File: src/hdl/ltc_pkg.sv
package ltc_pkg;
   // Bit positions inside the device control octet (bit 1 is index 0).
   localparam int CTL_CRC_OK      = 0;
   localparam int CTL_STARTUP_N   = 1;
   localparam int CTL_LOOP_N      = 2;
   localparam int CTL_FILTER_RST  = 3;
   localparam int CTL_LOCAL_DEACT = 4;
   localparam int CTL_RSVD        = 5;
   localparam int CTL_TEST        = 6;
   localparam int CTL_TRANSP      = 7;
   // Quiet value of the control octet: inactive, no loopback, reserved 1.
   localparam logic [7:0] CTL_RESET = 8'h26;
   // Clock rate and the transceiver-active hold-off time.
   localparam longint CLK_HZ       = 10000000;
   localparam longint XACT_DROP_MS = 480;
   localparam longint XACT_DROP_CYC = (CLK_HZ / 1000) * XACT_DROP_MS;
   // Superframes of deactivation warning sent before the line goes quiet.
   localparam logic [2:0] DEA_SFRAMES = 3'h3;
   // Channel data patterns forced during reset, idle and transparency.
   localparam logic [17:0] CH_ONES  = 18'h3FFFF;
   localparam logic [17:0] CH_ZEROS = 18'h00000;
   localparam logic [11:0] OVH_ONES = 12'hFFF;
   // Host register offsets over APB.
   localparam logic [3:0] REG_CTRL   = 4'h0;
   localparam logic [3:0] REG_STATUS = 4'h4;
   // Transceiver state codes.
   typedef enum logic [2:0] {
      LTC_IDLE   = 3'b000,
      LTC_ACTIVE = 3'b001,
      LTC_DEACT  = 3'b010,
      LTC_LOOP   = 3'b011,
      LTC_FRST   = 3'b100
   } ltc_state_t;
endpackage

File: src/hdl/ltc_if.sv
`timescale 1ns/1ns
// Link between the system device and the transceiver; one octet per frame.
interface ltc_if;
   import ltc_pkg::*;
   logic       frame_sync;  // One-cycle pulse marking a system frame.
   logic [7:0] ctrl_octet;  // Device control octet from the system.
   logic       xact;        // Transceiver active status.
   logic       test_echo;   // Reflected test bit.
   modport dev  (input frame_sync, input ctrl_octet,
                 output xact, output test_echo);
   modport host (output frame_sync, output ctrl_octet,
                 input xact, input test_echo);
endinterface

File: src/hdl/ltc_device.sv
// Added by the designer: the placing of the registers and register access over APB.
`timescale 1ns/1ns
module ltc_device
   import ltc_pkg::*;
#(
   parameter longint DROP_CYC = XACT_DROP_CYC
)(
   input  wire logic        CLK_SYS,
   input  wire logic        SRST,
   ltc_if.dev               LNK,
   input  wire logic        NT_MODE,
   input  wire logic        SIG_LOST,
   input  wire logic        SFRAME_END,
   input  wire logic [17:0] TX_CH_IN,
   input  wire logic [17:0] RX_CH_IN,
   input  wire logic [11:0] RX_OVH_IN,
   output logic      [17:0] TX_CH_LINE,
   output logic      [17:0] RX_CH_OUT,
   output logic      [11:0] RX_OVH_OUT,
   output logic             CRC_CORRUPT,
   output logic             LINE_TX_EN,
   output logic             LOOPBACK,
   output logic             ECHO_CANC_EN,
   output logic             DESCR_LOOP,
   output logic             COEF_CLEAR,
   output logic             COEF_SAVE,
   output logic             DEA_WARN_N,
   output logic             FRAME_ALIGN_KEEP
);

   ////////////////////////////////////////////////////////////////////////
   // Control octet capture.

   logic [7:0]  ctl;        // Octet in force for the current frame.
   ltc_state_t  state;      // Transceiver state.
   logic [2:0]  sf_cnt;     // Warning superframes already sent.
   logic [31:0] drop_cnt;   // Hold-off count before active falls.
   logic        drop_run;   // Hold-off running.
   logic        xact;       // Active status, local copy.
   logic        up;         // Channels carry traffic.
   logic        drop_end;   // Hold-off reaches its last cycle.

   // Last count of the hold-off; active falls on the edge that sees it.
   assign drop_end = drop_run && (drop_cnt == 32'(DROP_CYC - 1));

   // The octet is taken whole at the frame pulse so no half-written
   // control ever steers the logic.
   always_ff @(posedge CLK_SYS) begin
      if (SRST) begin
         ctl <= CTL_RESET;
      end else if (LNK.frame_sync) begin
         ctl <= LNK.ctrl_octet;
      end
   end

   ////////////////////////////////////////////////////////////////////////
   // Start-up, deactivation and loopback sequencing.

   // Filter reset wins over every other control, like the reset pin.
   always_ff @(posedge CLK_SYS) begin
      if (SRST) begin
         state  <= LTC_IDLE;
         sf_cnt <= 3'h0;
      end else if (ctl[CTL_FILTER_RST]) begin
         state  <= LTC_FRST;
         sf_cnt <= 3'h0;
      end else begin
         unique case (state)
            LTC_FRST: begin
               state <= LTC_IDLE;
            end
            LTC_IDLE: begin
               // Start-up is only honoured while inactive.
               if (!ctl[CTL_LOOP_N]) begin
                  state <= LTC_LOOP;
               end else if (!xact && !ctl[CTL_STARTUP_N]) begin
                  state <= LTC_ACTIVE;
               end
            end
            LTC_ACTIVE: begin
               // Without this exit a lost line would let active drop and
               // rise again one cycle later while still in this state.
               if (drop_end) begin
                  state <= LTC_IDLE;
               end else if (!ctl[CTL_LOOP_N]) begin
                  state <= LTC_LOOP;
               end else if (ctl[CTL_LOCAL_DEACT]) begin
                  state  <= LTC_DEACT;
                  sf_cnt <= 3'h0;
               end
            end
            LTC_DEACT: begin
               if (!ctl[CTL_LOCAL_DEACT]) begin
                  state <= LTC_ACTIVE;
               end else if (NT_MODE) begin
                  if (SIG_LOST) begin
                     state <= LTC_IDLE;
                  end
               end else if (SFRAME_END) begin
                  // LT: warn for a fixed count of superframes, then quit.
                  if (sf_cnt == DEA_SFRAMES) begin
                     state <= LTC_IDLE;
                  end else begin
                     sf_cnt <= sf_cnt + 3'h1;
                  end
               end
            end
            LTC_LOOP: begin
               if (ctl[CTL_LOOP_N]) begin
                  state <= LTC_IDLE;
               end
            end
         endcase
      end
   end

   ////////////////////////////////////////////////////////////////////////
   // Transceiver active status with its 480 ms fall.

   // Active rises on start-up; it falls at once on reset or filter reset,
   // and only after the hold-off when the line is lost or deactivated.
   always_ff @(posedge CLK_SYS) begin
      if (SRST) begin
         xact     <= 1'b0;
         drop_run <= 1'b0;
         drop_cnt <= 32'h0;
      end else if (state == LTC_FRST) begin
         xact     <= 1'b0;
         drop_run <= 1'b0;
         drop_cnt <= 32'h0;
      end else if (drop_run) begin
         // Hold-off in progress; only reset or a filter reset cuts it short.
         if (drop_end) begin
            xact     <= 1'b0;
            drop_run <= 1'b0;
            drop_cnt <= 32'h0;
         end else begin
            drop_cnt <= drop_cnt + 32'h1;
         end
      end else if (state == LTC_ACTIVE && !xact) begin
         xact <= 1'b1;
      end else if (xact && (SIG_LOST || state == LTC_IDLE)) begin
         // Line lost or state left to idle: start the hold-off.
         drop_run <= 1'b1;
      end
   end
   assign LNK.xact = xact;

   ////////////////////////////////////////////////////////////////////////
   // Registered outputs.

   // Deactivation, reset, loopback and idle all force ones toward the
   // system; only the active state carries traffic.
   assign up = (state == LTC_ACTIVE);

   // Data toward the system: ones unless traffic flows; transparency
   // never touches this direction.
   always_ff @(posedge CLK_SYS) begin
      if (SRST) begin
         RX_CH_OUT  <= CH_ONES;
         RX_OVH_OUT <= OVH_ONES;
      end else begin
         RX_CH_OUT  <= up ? RX_CH_IN : CH_ONES;
         RX_OVH_OUT <= up ? RX_OVH_IN : OVH_ONES;
      end
   end

   // Data toward the line, with transparency forcing per mode.
   always_ff @(posedge CLK_SYS) begin
      if (SRST) begin
         TX_CH_LINE <= CH_ONES;
      end else if (ctl[CTL_TRANSP]) begin
         TX_CH_LINE <= NT_MODE ? CH_ONES : CH_ZEROS;
      end else begin
         TX_CH_LINE <= TX_CH_IN;
      end
   end

   // Line and analog controls derived from state and octet.
   always_ff @(posedge CLK_SYS) begin
      if (SRST) begin
         CRC_CORRUPT      <= 1'b0;
         LINE_TX_EN       <= 1'b0;
         LOOPBACK         <= 1'b0;
         ECHO_CANC_EN     <= 1'b1;
         DESCR_LOOP       <= 1'b0;
         COEF_CLEAR       <= 1'b0;
         COEF_SAVE        <= 1'b0;
         DEA_WARN_N       <= 1'b1;
         FRAME_ALIGN_KEEP <= 1'b0;
         LNK.test_echo    <= 1'b0;
      end else begin
         CRC_CORRUPT      <= !ctl[CTL_CRC_OK];
         LINE_TX_EN       <= state == LTC_ACTIVE || state == LTC_DEACT
                             || state == LTC_LOOP;
         LOOPBACK         <= state == LTC_LOOP;
         ECHO_CANC_EN     <= state != LTC_LOOP;
         DESCR_LOOP       <= state == LTC_LOOP;
         COEF_CLEAR       <= state == LTC_FRST;
         COEF_SAVE        <= state == LTC_DEACT;
         DEA_WARN_N       <= !(state == LTC_DEACT && !NT_MODE);
         FRAME_ALIGN_KEEP <= state == LTC_FRST && !NT_MODE;
         LNK.test_echo    <= ctl[CTL_TEST];
      end
   end

endmodule

File: src/flat_wrapper.sv
// flat-port wrapper written by rule: the top's interface ports become plain ports
module ltc_device_flat import ltc_pkg::*;
#(
   parameter longint DROP_CYC = XACT_DROP_CYC
)
  (CLK_SYS, SRST, NT_MODE, SIG_LOST, SFRAME_END, TX_CH_IN, RX_CH_IN, RX_OVH_IN, TX_CH_LINE, RX_CH_OUT, RX_OVH_OUT, CRC_CORRUPT, LINE_TX_EN, LOOPBACK, ECHO_CANC_EN, DESCR_LOOP, COEF_CLEAR, COEF_SAVE, DEA_WARN_N, FRAME_ALIGN_KEEP, LNK_frame_sync, LNK_ctrl_octet, LNK_xact, LNK_test_echo);
  ltc_if LNK_i ();
  input  wire logic CLK_SYS;
  input  wire logic SRST;
  input  wire logic NT_MODE;
  input  wire logic SIG_LOST;
  input  wire logic SFRAME_END;
  input  wire logic [17:0] TX_CH_IN;
  input  wire logic [17:0] RX_CH_IN;
  input  wire logic [11:0] RX_OVH_IN;
  output logic      [17:0] TX_CH_LINE;
  output logic      [17:0] RX_CH_OUT;
  output logic      [11:0] RX_OVH_OUT;
  output logic CRC_CORRUPT;
  output logic LINE_TX_EN;
  output logic LOOPBACK;
  output logic ECHO_CANC_EN;
  output logic DESCR_LOOP;
  output logic COEF_CLEAR;
  output logic COEF_SAVE;
  output logic DEA_WARN_N;
  output logic FRAME_ALIGN_KEEP;
  input wire logic [$bits(LNK_i.frame_sync)-1:0] LNK_frame_sync;
  input wire logic [$bits(LNK_i.ctrl_octet)-1:0] LNK_ctrl_octet;
  output wire logic [$bits(LNK_i.xact)-1:0] LNK_xact;
  output wire logic [$bits(LNK_i.test_echo)-1:0] LNK_test_echo;
  assign LNK_i.frame_sync = LNK_frame_sync;
  assign LNK_i.ctrl_octet = LNK_ctrl_octet;
  assign LNK_xact = LNK_i.xact;
  assign LNK_test_echo = LNK_i.test_echo;
  ltc_device #(.DROP_CYC(DROP_CYC)) u_core (.CLK_SYS(CLK_SYS), .SRST(SRST), .LNK(LNK_i), .NT_MODE(NT_MODE), .SIG_LOST(SIG_LOST), .SFRAME_END(SFRAME_END), .TX_CH_IN(TX_CH_IN), .RX_CH_IN(RX_CH_IN), .RX_OVH_IN(RX_OVH_IN), .TX_CH_LINE(TX_CH_LINE), .RX_CH_OUT(RX_CH_OUT), .RX_OVH_OUT(RX_OVH_OUT), .CRC_CORRUPT(CRC_CORRUPT), .LINE_TX_EN(LINE_TX_EN), .LOOPBACK(LOOPBACK), .ECHO_CANC_EN(ECHO_CANC_EN), .DESCR_LOOP(DESCR_LOOP), .COEF_CLEAR(COEF_CLEAR), .COEF_SAVE(COEF_SAVE), .DEA_WARN_N(DEA_WARN_N), .FRAME_ALIGN_KEEP(FRAME_ALIGN_KEEP));
endmodule
File: config.mk
export PLATFORM = sky130hd
export DESIGN_NAME = ltc_device_flat
export DESIGN_NICKNAME = d
export VERILOG_FILES = /design/src/hdl/ltc_pkg.sv /design/src/hdl/ltc_if.sv /design/src/hdl/ltc_device.sv /design/src/flat_wrapper.sv
export SDC_FILE = /design/constraint.sdc
export NUM_CORES = 1
export LEC_CHECK = 0
export BUFFER_PORTS_ARGS = -buffer_cell sky130_fd_sc_hd__clkbuf_2
export CAP_MARGIN = 20
export CORE_MARGIN = 10
export CORE_UTILIZATION = 51
export DETAILED_ROUTE_END_ITERATION = 7
export GPL_TIMING_DRIVEN = 0
export PLACE_DENSITY = 0.8
export SKIP_CTS_REPAIR_TIMING = 1
export SYNTH_ARGS = -nofsm -noshare
export SYNTH_HDL_FRONTEND = slang
export SYNTH_SLANG_ARGS = --single-unit
File: constraint.sdc
create_clock -name CLK_SYS -period 2.1 [get_ports CLK_SYS]
set_input_delay 0.105 -clock CLK_SYS [delete_from_list [all_inputs] [get_ports CLK_SYS]]
set_output_delay 0.105 -clock CLK_SYS [all_outputs]
set_load 0.02 [all_outputs]
==> Word level (Yosys, flattened, before mapping) <==
Cells that the tools add are included.
{ "totals": {"output_inout_bits": 59, "word_cells": 104, "register_bits": 105} }
{ "op_classes": {"bitwise": 1, "mux": 31, "eq_ne": 27, "addsub": 2, "reduce_logical": 24} }
{ "ops": {"columns": ["op", "n"], "rows": [
  ["3-bit 2-to-1 mux", 19],
  ["18-bit 2-to-1 mux", 2],
  ["32-bit by 1-bit adder with 32-bit output (second input constant)", 1],
  ["32-bit by 23-bit == test with 1-bit output (second input constant)", 1],
  ["32-bit 2-to-1 mux", 1],
  ["5-bit inequality test (second input constant)", 3],
  ["3-bit case mux with 5 select lines", 1],
  ["4-bit inequality test (second input constant)", 3],
  ["6-bit AND reduction", 2],
  ["2-bit inequality test (second input constant)", 5],
  ["3-bit by 2-bit == test with 1-bit output (second input constant)", 3],
  ["2-bit by 1-bit inequality test with 1-bit output (second input constant)", 4],
  ["4-bit by 3-bit inequality test with 1-bit output (second input constant)", 2],
  ["8-bit AND reduction", 1],
  ["1-bit 2-to-1 mux", 7],
  ["1-bit logical AND", 6],
  ["3-bit case mux with 2 select lines", 1],
  ["2-bit OR reduction", 3],
  ["1-bit logical NOT", 5],
  ["5-bit by 3-bit inequality test with 1-bit output (second input constant)", 1],
  ["2-bit nonzero test", 2],
  ["3-bit by 1-bit adder with 3-bit output (second input constant)", 1],
  ["3-bit by 1-bit == test with 1-bit output (second input constant)", 1],
  ["3-bit == test (second input constant)", 1],
  ["7 further kinds", 9]
]} }

==> Depth between registers and ports, before layout <==
{ "logic_depth": {"ltp_word": 7, "depth_mapped": 8, "depth_no_buf": 7} }

==> Worst setup path before layout <==
Ideal clock, no wire load.
{ "synth_timing": {"path_type": "reg2reg", "startpoint": "register u_core.sf_cnt[0]", "endpoint": "register u_core.sf_cnt[1]", "arrival_time_ps": 1654, "t_required_ps": 1983, "slack_ps": 329, "period_less_slack_ps": 1771, "stages_incl_launch_ff": 8, "path_buffers": 0, "path_cell_list": "dfxtp_1 ha_1 ha_1 nor4b_1 nand3_1 a21oi_1 o21ai_2 a32o_2"} }
{ "synth_between": {"elab_chain_len": 6, "elab_cells_between_ends": 9} }
{ "synth_lines": {"columns": ["element", "line_no", "text"], "rows": [
  ["start: declaration", "ltc_device.sv:36", "logic [2:0] sf_cnt;"],
  ["start signal: assignment", "ltc_device.sv:104", "sf_cnt <= sf_cnt + 3'h1;"],
  ["3-bit by 1-bit adder with 3-bit output", "ltc_device.sv:104", null],
  ["3-bit 2-to-1 mux", "ltc_device.sv:101", "if (sf_cnt == DEA_SFRAMES) begin"],
  ["3-bit 2-to-1 mux", "ltc_device.sv:99", "end else if (SFRAME_END) begin"],
  ["3-bit 2-to-1 mux", "ltc_device.sv:95", "end else if (NT_MODE) begin"],
  ["3-bit 2-to-1 mux", "ltc_device.sv:93", "if (!ctl[CTL_LOCAL_DEACT]) begin"],
  ["3-bit case mux with 2 select lines", "ltc_device.sv:68", "unique case (state)"]
]} }
Parallel ways exist; a longest one is shown, timed or not. The select of a mux whose other input is x is not followed.
A chain may end at the register's enable or synchronous reset.

==> Final worst setup path <==
{ "layout_timing": {"startpoint": "register u_core.drop_cnt[15]", "endpoint": "register u_core.drop_cnt[23]"} }
{ "layout_between": {"elab_chain_len": 3, "elab_cells_between_ends": 4} }
{ "layout_lines": {"columns": ["element", "line_no", "text"], "rows": [
  ["start: declaration", "ltc_device.sv:37", "logic [31:0] drop_cnt;"],
  ["start signal: assignment", "ltc_device.sv:138", "drop_cnt <= drop_cnt + 32'h1;"],
  ["parallel branches: the longest is 2 deep, another holds 32-bit by 1-bit adder with 32-bit output", null, null],
  ["32-bit 2-to-1 mux *", "ltc_device.sv:133", "if (drop_end) begin"]
]} }
Every way passes the cells marked *.

==> run_results.csv <==
group,metric,value,unit
status,outcome,"complete, but fails checks",
status,violations,"hold timing",
timing,worst_pin_slew,556,ps
power_and_ir_drop,powerDensity,729,mW/mm^2
synth,synth_edf_count,0,
cts,htreeDepth,3,
floorplan,die_height,108,um
placed_design,globalplace.congestion,0.835,
synth,synth_compound_area_share,6.58,%
timing,hold_ws,-7.96,ps
power_and_ir_drop,finalPower,3.89,mW
worst_setup_path,path_class,"flip-flop to flip-flop",
cts,cts_buffers,9,
detailed_routing,dr.first_iter.drc_count,143,
synth,synth_seq_cells,104,
grt,grt_pass1_vias,3182,
detailed_routing,viasPerCell,5.20,
synth,synth_top_area_share,53.2,%
grt,grt_overflow,0,
cts,clockBufferDepth,2,
cts,cts_root_buf,"clkbuf_8",
cts,clock_latency,370,ps
synth,netlist_area,0.00392,sq mm
worst_setup_path,arrival,2220,ps
floorplan,core_area,0.00737,sq mm
floorplan,die_area,0.0116,sq mm
placed_design,dp_slack,98.7,ps
detailed_routing,ant_nets,0,
timing,setup_slack,141,ps
synth,avgSynthCellArea,9.41,sq um
worst_setup_path,max_stage_delay,580,ps
power_and_ir_drop,clkPwrFrac,30.6,%
synth,syn_nets,481,
cts,cts_num_sinks,104,
timing,report.final.slew_viol_count,0,
worst_setup_path,timing.reg2reg.setup_slack,140,ps
synth,yosys.area_share.simple,24.1,%
synth,yosys_warnings,0,
placed_design,io_buffers,117,
worst_setup_path,crit_start,"u_core.drop_cnt[15]$_SDFFE_PP0P_",
detailed_routing,num_vias,3638,
synth,ys_types,43,
worst_setup_path,r2r_end,"u_core.drop_cnt[23]$_SDFFE_PP0P_",
worst_setup_path,endpoint,"u_core.drop_cnt[23]$_SDFFE_PP0P_",
worst_setup_path,start_kind,"flip-flop",
power_and_ir_drop,cellLeakagePower,2.22,nW
final_layout,design_area,0.00533,sq mm
power_and_ir_drop,swShare,28.2,%
timing,finalHoldViolCount,2,
worst_setup_path,crit_path_end_kind,"flip-flop",
power_and_ir_drop,p_sw,1.10,mW
timing,finalCritPeriodShare,93.3,%
synth,yosys.area.top_type,"dfxtp_1",
synth,synth_top_family_by_area,"simple AND/OR/NAND/NOR gates",
synth,synth_xor_area_share,6.71,%
floorplan,io_pins,121,
floorplan,rows,31,
grt,grt.total_usage,16.9,%
worst_setup_path,regToRegStartpoint,"u_core.drop_cnt[15]$_SDFFE_PP0P_",
synth,ys.flop_type,"dfxtp_1",
timing,finalClockSkew,18.1,ps
worst_setup_path,crit_chain,"nor4b_1, nand3_1, or4_4, nand2_2, buf_6, nor2_1",
placed_design,hpwlAfterDp,7.85,mm
worst_setup_path,crit_cells,6,
detailed_routing,wirelength,12.4,mm
floorplan,die_w,108,um
grt,grt_pass1_wl,16.1,mm
worst_setup_path,path_buf_inv,1,
power_and_ir_drop,ir_worst_vdd,0.000305,V
synth,yosysMostFrequentCell,"dfxtp_1",
hold_path,hp-class,"input pin to flip-flop",
worst_setup_path,cp.required,2360,ps
final_layout,n_antenna_cell,0,
placed_design,dpl-instance-area,0.00463,sq mm
detailed_routing,wl_per_cell,17.7,um
timing,fin_crit,1960,ps
final_layout,drive_gt1_share,25.3,%
worst_setup_path,crit_path_top_delay_cell,"or4_4",
synth,synth_cells,416,
final_layout,fillCellCount,489,
detailed_routing,drc_errors,0,
synth,synthTopCellsByCount,"dfxtp_1 (104), nor2_1 (49), inv_1 (31), or3_1 (30), xnor2_1 (29)",
timing,fmax,0.511,GHz
cts,tritoncts,"yes",
synth,yosys-mux-area-fraction,1.53,%
worst_setup_path,reg2regPathDepth,6,
synth,synthArstFlopShare,0,%
run,max_cap_violations,0,
power_and_ir_drop,seq_power_share,54.2,%
grt,antenna_found_initial,0,
final_layout,area_delta_synth_final,36.1,%
timing,setup_viol_count_final,0,
timing,setup_tns,0,ps
synth,synthAdderAreaFrac,0.958,%
timing,slew_headroom,62.9,%
detailed_routing,drt_pass1_iterations,4,
worst_setup_path,path_delay_family,"simple AND/OR/NAND/NOR gates",
cts,path_clk_slew,100,ps
power_and_ir_drop,p_int,2.79,mW
final_layout,final_nets,660,
timing,rsz0062_at_grt,"no",
grt,grt_max_degree,19,
worst_setup_path,cp_max_fo,10,
synth,ys_top_cells_by_area,"dfxtp_1 (53%), xnor2_1 (6.5%), or3_1 (4.8%), nor2_1 (4.7%), inv_1 (3.0%)",
synth,ys_seq_area_share,53.2,%
floorplan,initial_core_util,53.1,%
power_and_ir_drop,combPwrFrac,15.3,%
## area by class of cell
cell class | count | area (sq um) | share of cell area [%]
buffer | 27 | 156 | 2.93
clock buffer | 10 | 138 | 2.58
clock inverter | 6 | 47.5 | 0.892
inverter | 31 | 116 | 2.18
multi-input combinational | 254 | 1570 | 29.5
sequential | 104 | 2080 | 39.1
tap | 99 | 124 | 2.32
timing repair buffer | 168 | 1100 | 20.6
## routing by layer
metal  part of all wire, %  track usage, %
met1                    40            20.3
met2                    51            28.1
met3                   7.4            4.79
met4                   1.5            5.82
met5                     0               0
## power by group through the flow
stage / Clock [mW] / Combinational (mW) / Sequential (mW)
CTS: 1.20 / 0.494 / 2.10
global route: 1.28 / 0.640 / 2.11
floorplan: 0 / 0.217 / 2.22
finish: 1.19 / 0.593 / 2.11
global placement: 0 / 0.481 / 2.14
detailed placement: 0 / 0.492 / 2.14
## registers in the layout, indices dropped and copies added (netlist names), 3 cells and up
| name | count |
|---|---|
| u_core.state | 3 |
| u_core.drop_cnt | 32 |
| u_core.RX_OVH_OUT | 12 |
| u_core.RX_CH_OUT | 18 |
| u_core.sf_cnt | 3 |
| u_core.ctl | 7 |
| u_core.TX_CH_LINE | 18 |
## tightest hold or removal path, delay by kind of cell
family | cells | cell delay [ps]
mux | 1 | 70
buf+inv | 1 | 90
simple gates | 1 | 60
## kinds of logic after synthesis
group / after synthesis
flops: 104
compound gates: 42
fa+ha+maj: 3
xor+xnor: 30
buf+inv: 58
mux: 6
simple gates: 173
## stage by stage
| stage | utilization [%] | hold WS (ps) | cells |
|---|---|---|---|
| 6_report | 72.3 | -7.96 | 699 |
| 5_1_grt | 72.3 | -5.55 | 699 |
| 4_1_cts | 65.3 | -95.6 | 648 |
| 3_5_place_dp | 62.8 | 292 | 632 |
| 3_3_place_gp | 62.8 | 288 | 632 |
| 2_1_floorplan | - | 184 | 416 |
## worst min-delay path by stage
stage	depth (start not counted)	startpoint	to
after floorplan	1	NT_MODE	u_core.FRAME_ALIGN_KEEP$_SDFF_PP0_
after global placement	2	RX_CH_IN[8]	u_core.RX_CH_OUT[8]$_SDFF_PP1_
after detailed placement	2	RX_CH_IN[16]	u_core.RX_CH_OUT[16]$_SDFF_PP1_
after CTS	2	RX_CH_IN[16]	u_core.RX_CH_OUT[16]$_SDFF_PP1_
after global routing	3	LNK_ctrl_octet[1]	u_core.ctl[1]$_SDFFE_PP1P_
final	3	LNK_ctrl_octet[1]	u_core.ctl[1]$_SDFFE_PP1P_
## layout by cell type (no fill, tap or decap), types with 2 or more instances in the layout
| cell | n |
|---|---|
| inv_6 | 3 |
| nand2_1 | 21 |
| nor2b_1 | 4 |
| and4_1 | 6 |
| clkbuf_1 | 17 |
| inv_1 | 31 |
| dlygate4sd3_1 | 51 |
| o211ai_1 | 3 |
| mux2i_1 | 6 |
| clkbuf_2 | 118 |
| buf_4 | 2 |
| nor3_1 | 11 |
| o21ai_0 | 20 |
| xnor2_1 | 29 |
| nand4_1 | 9 |
| dfxtp_1 | 104 |
| or3_1 | 30 |
| nand3_1 | 12 |
| and3_1 | 3 |
| nand3b_1 | 2 |
| nor2_1 | 49 |
| a21oi_1 | 9 |
| or4_4 | 2 |
| ha_1 | 3 |
| nand2b_1 | 2 |
| nor4_1 | 10 |
| clkbuf_8 | 10 |
| clkinv_2 | 2 |
| buf_6 | 6 |
| nor4b_1 | 3 |
| a31o_1 | 2 |
| nor3b_1 | 3 |
Note: power is estimated with default switching activity, not from simulation.
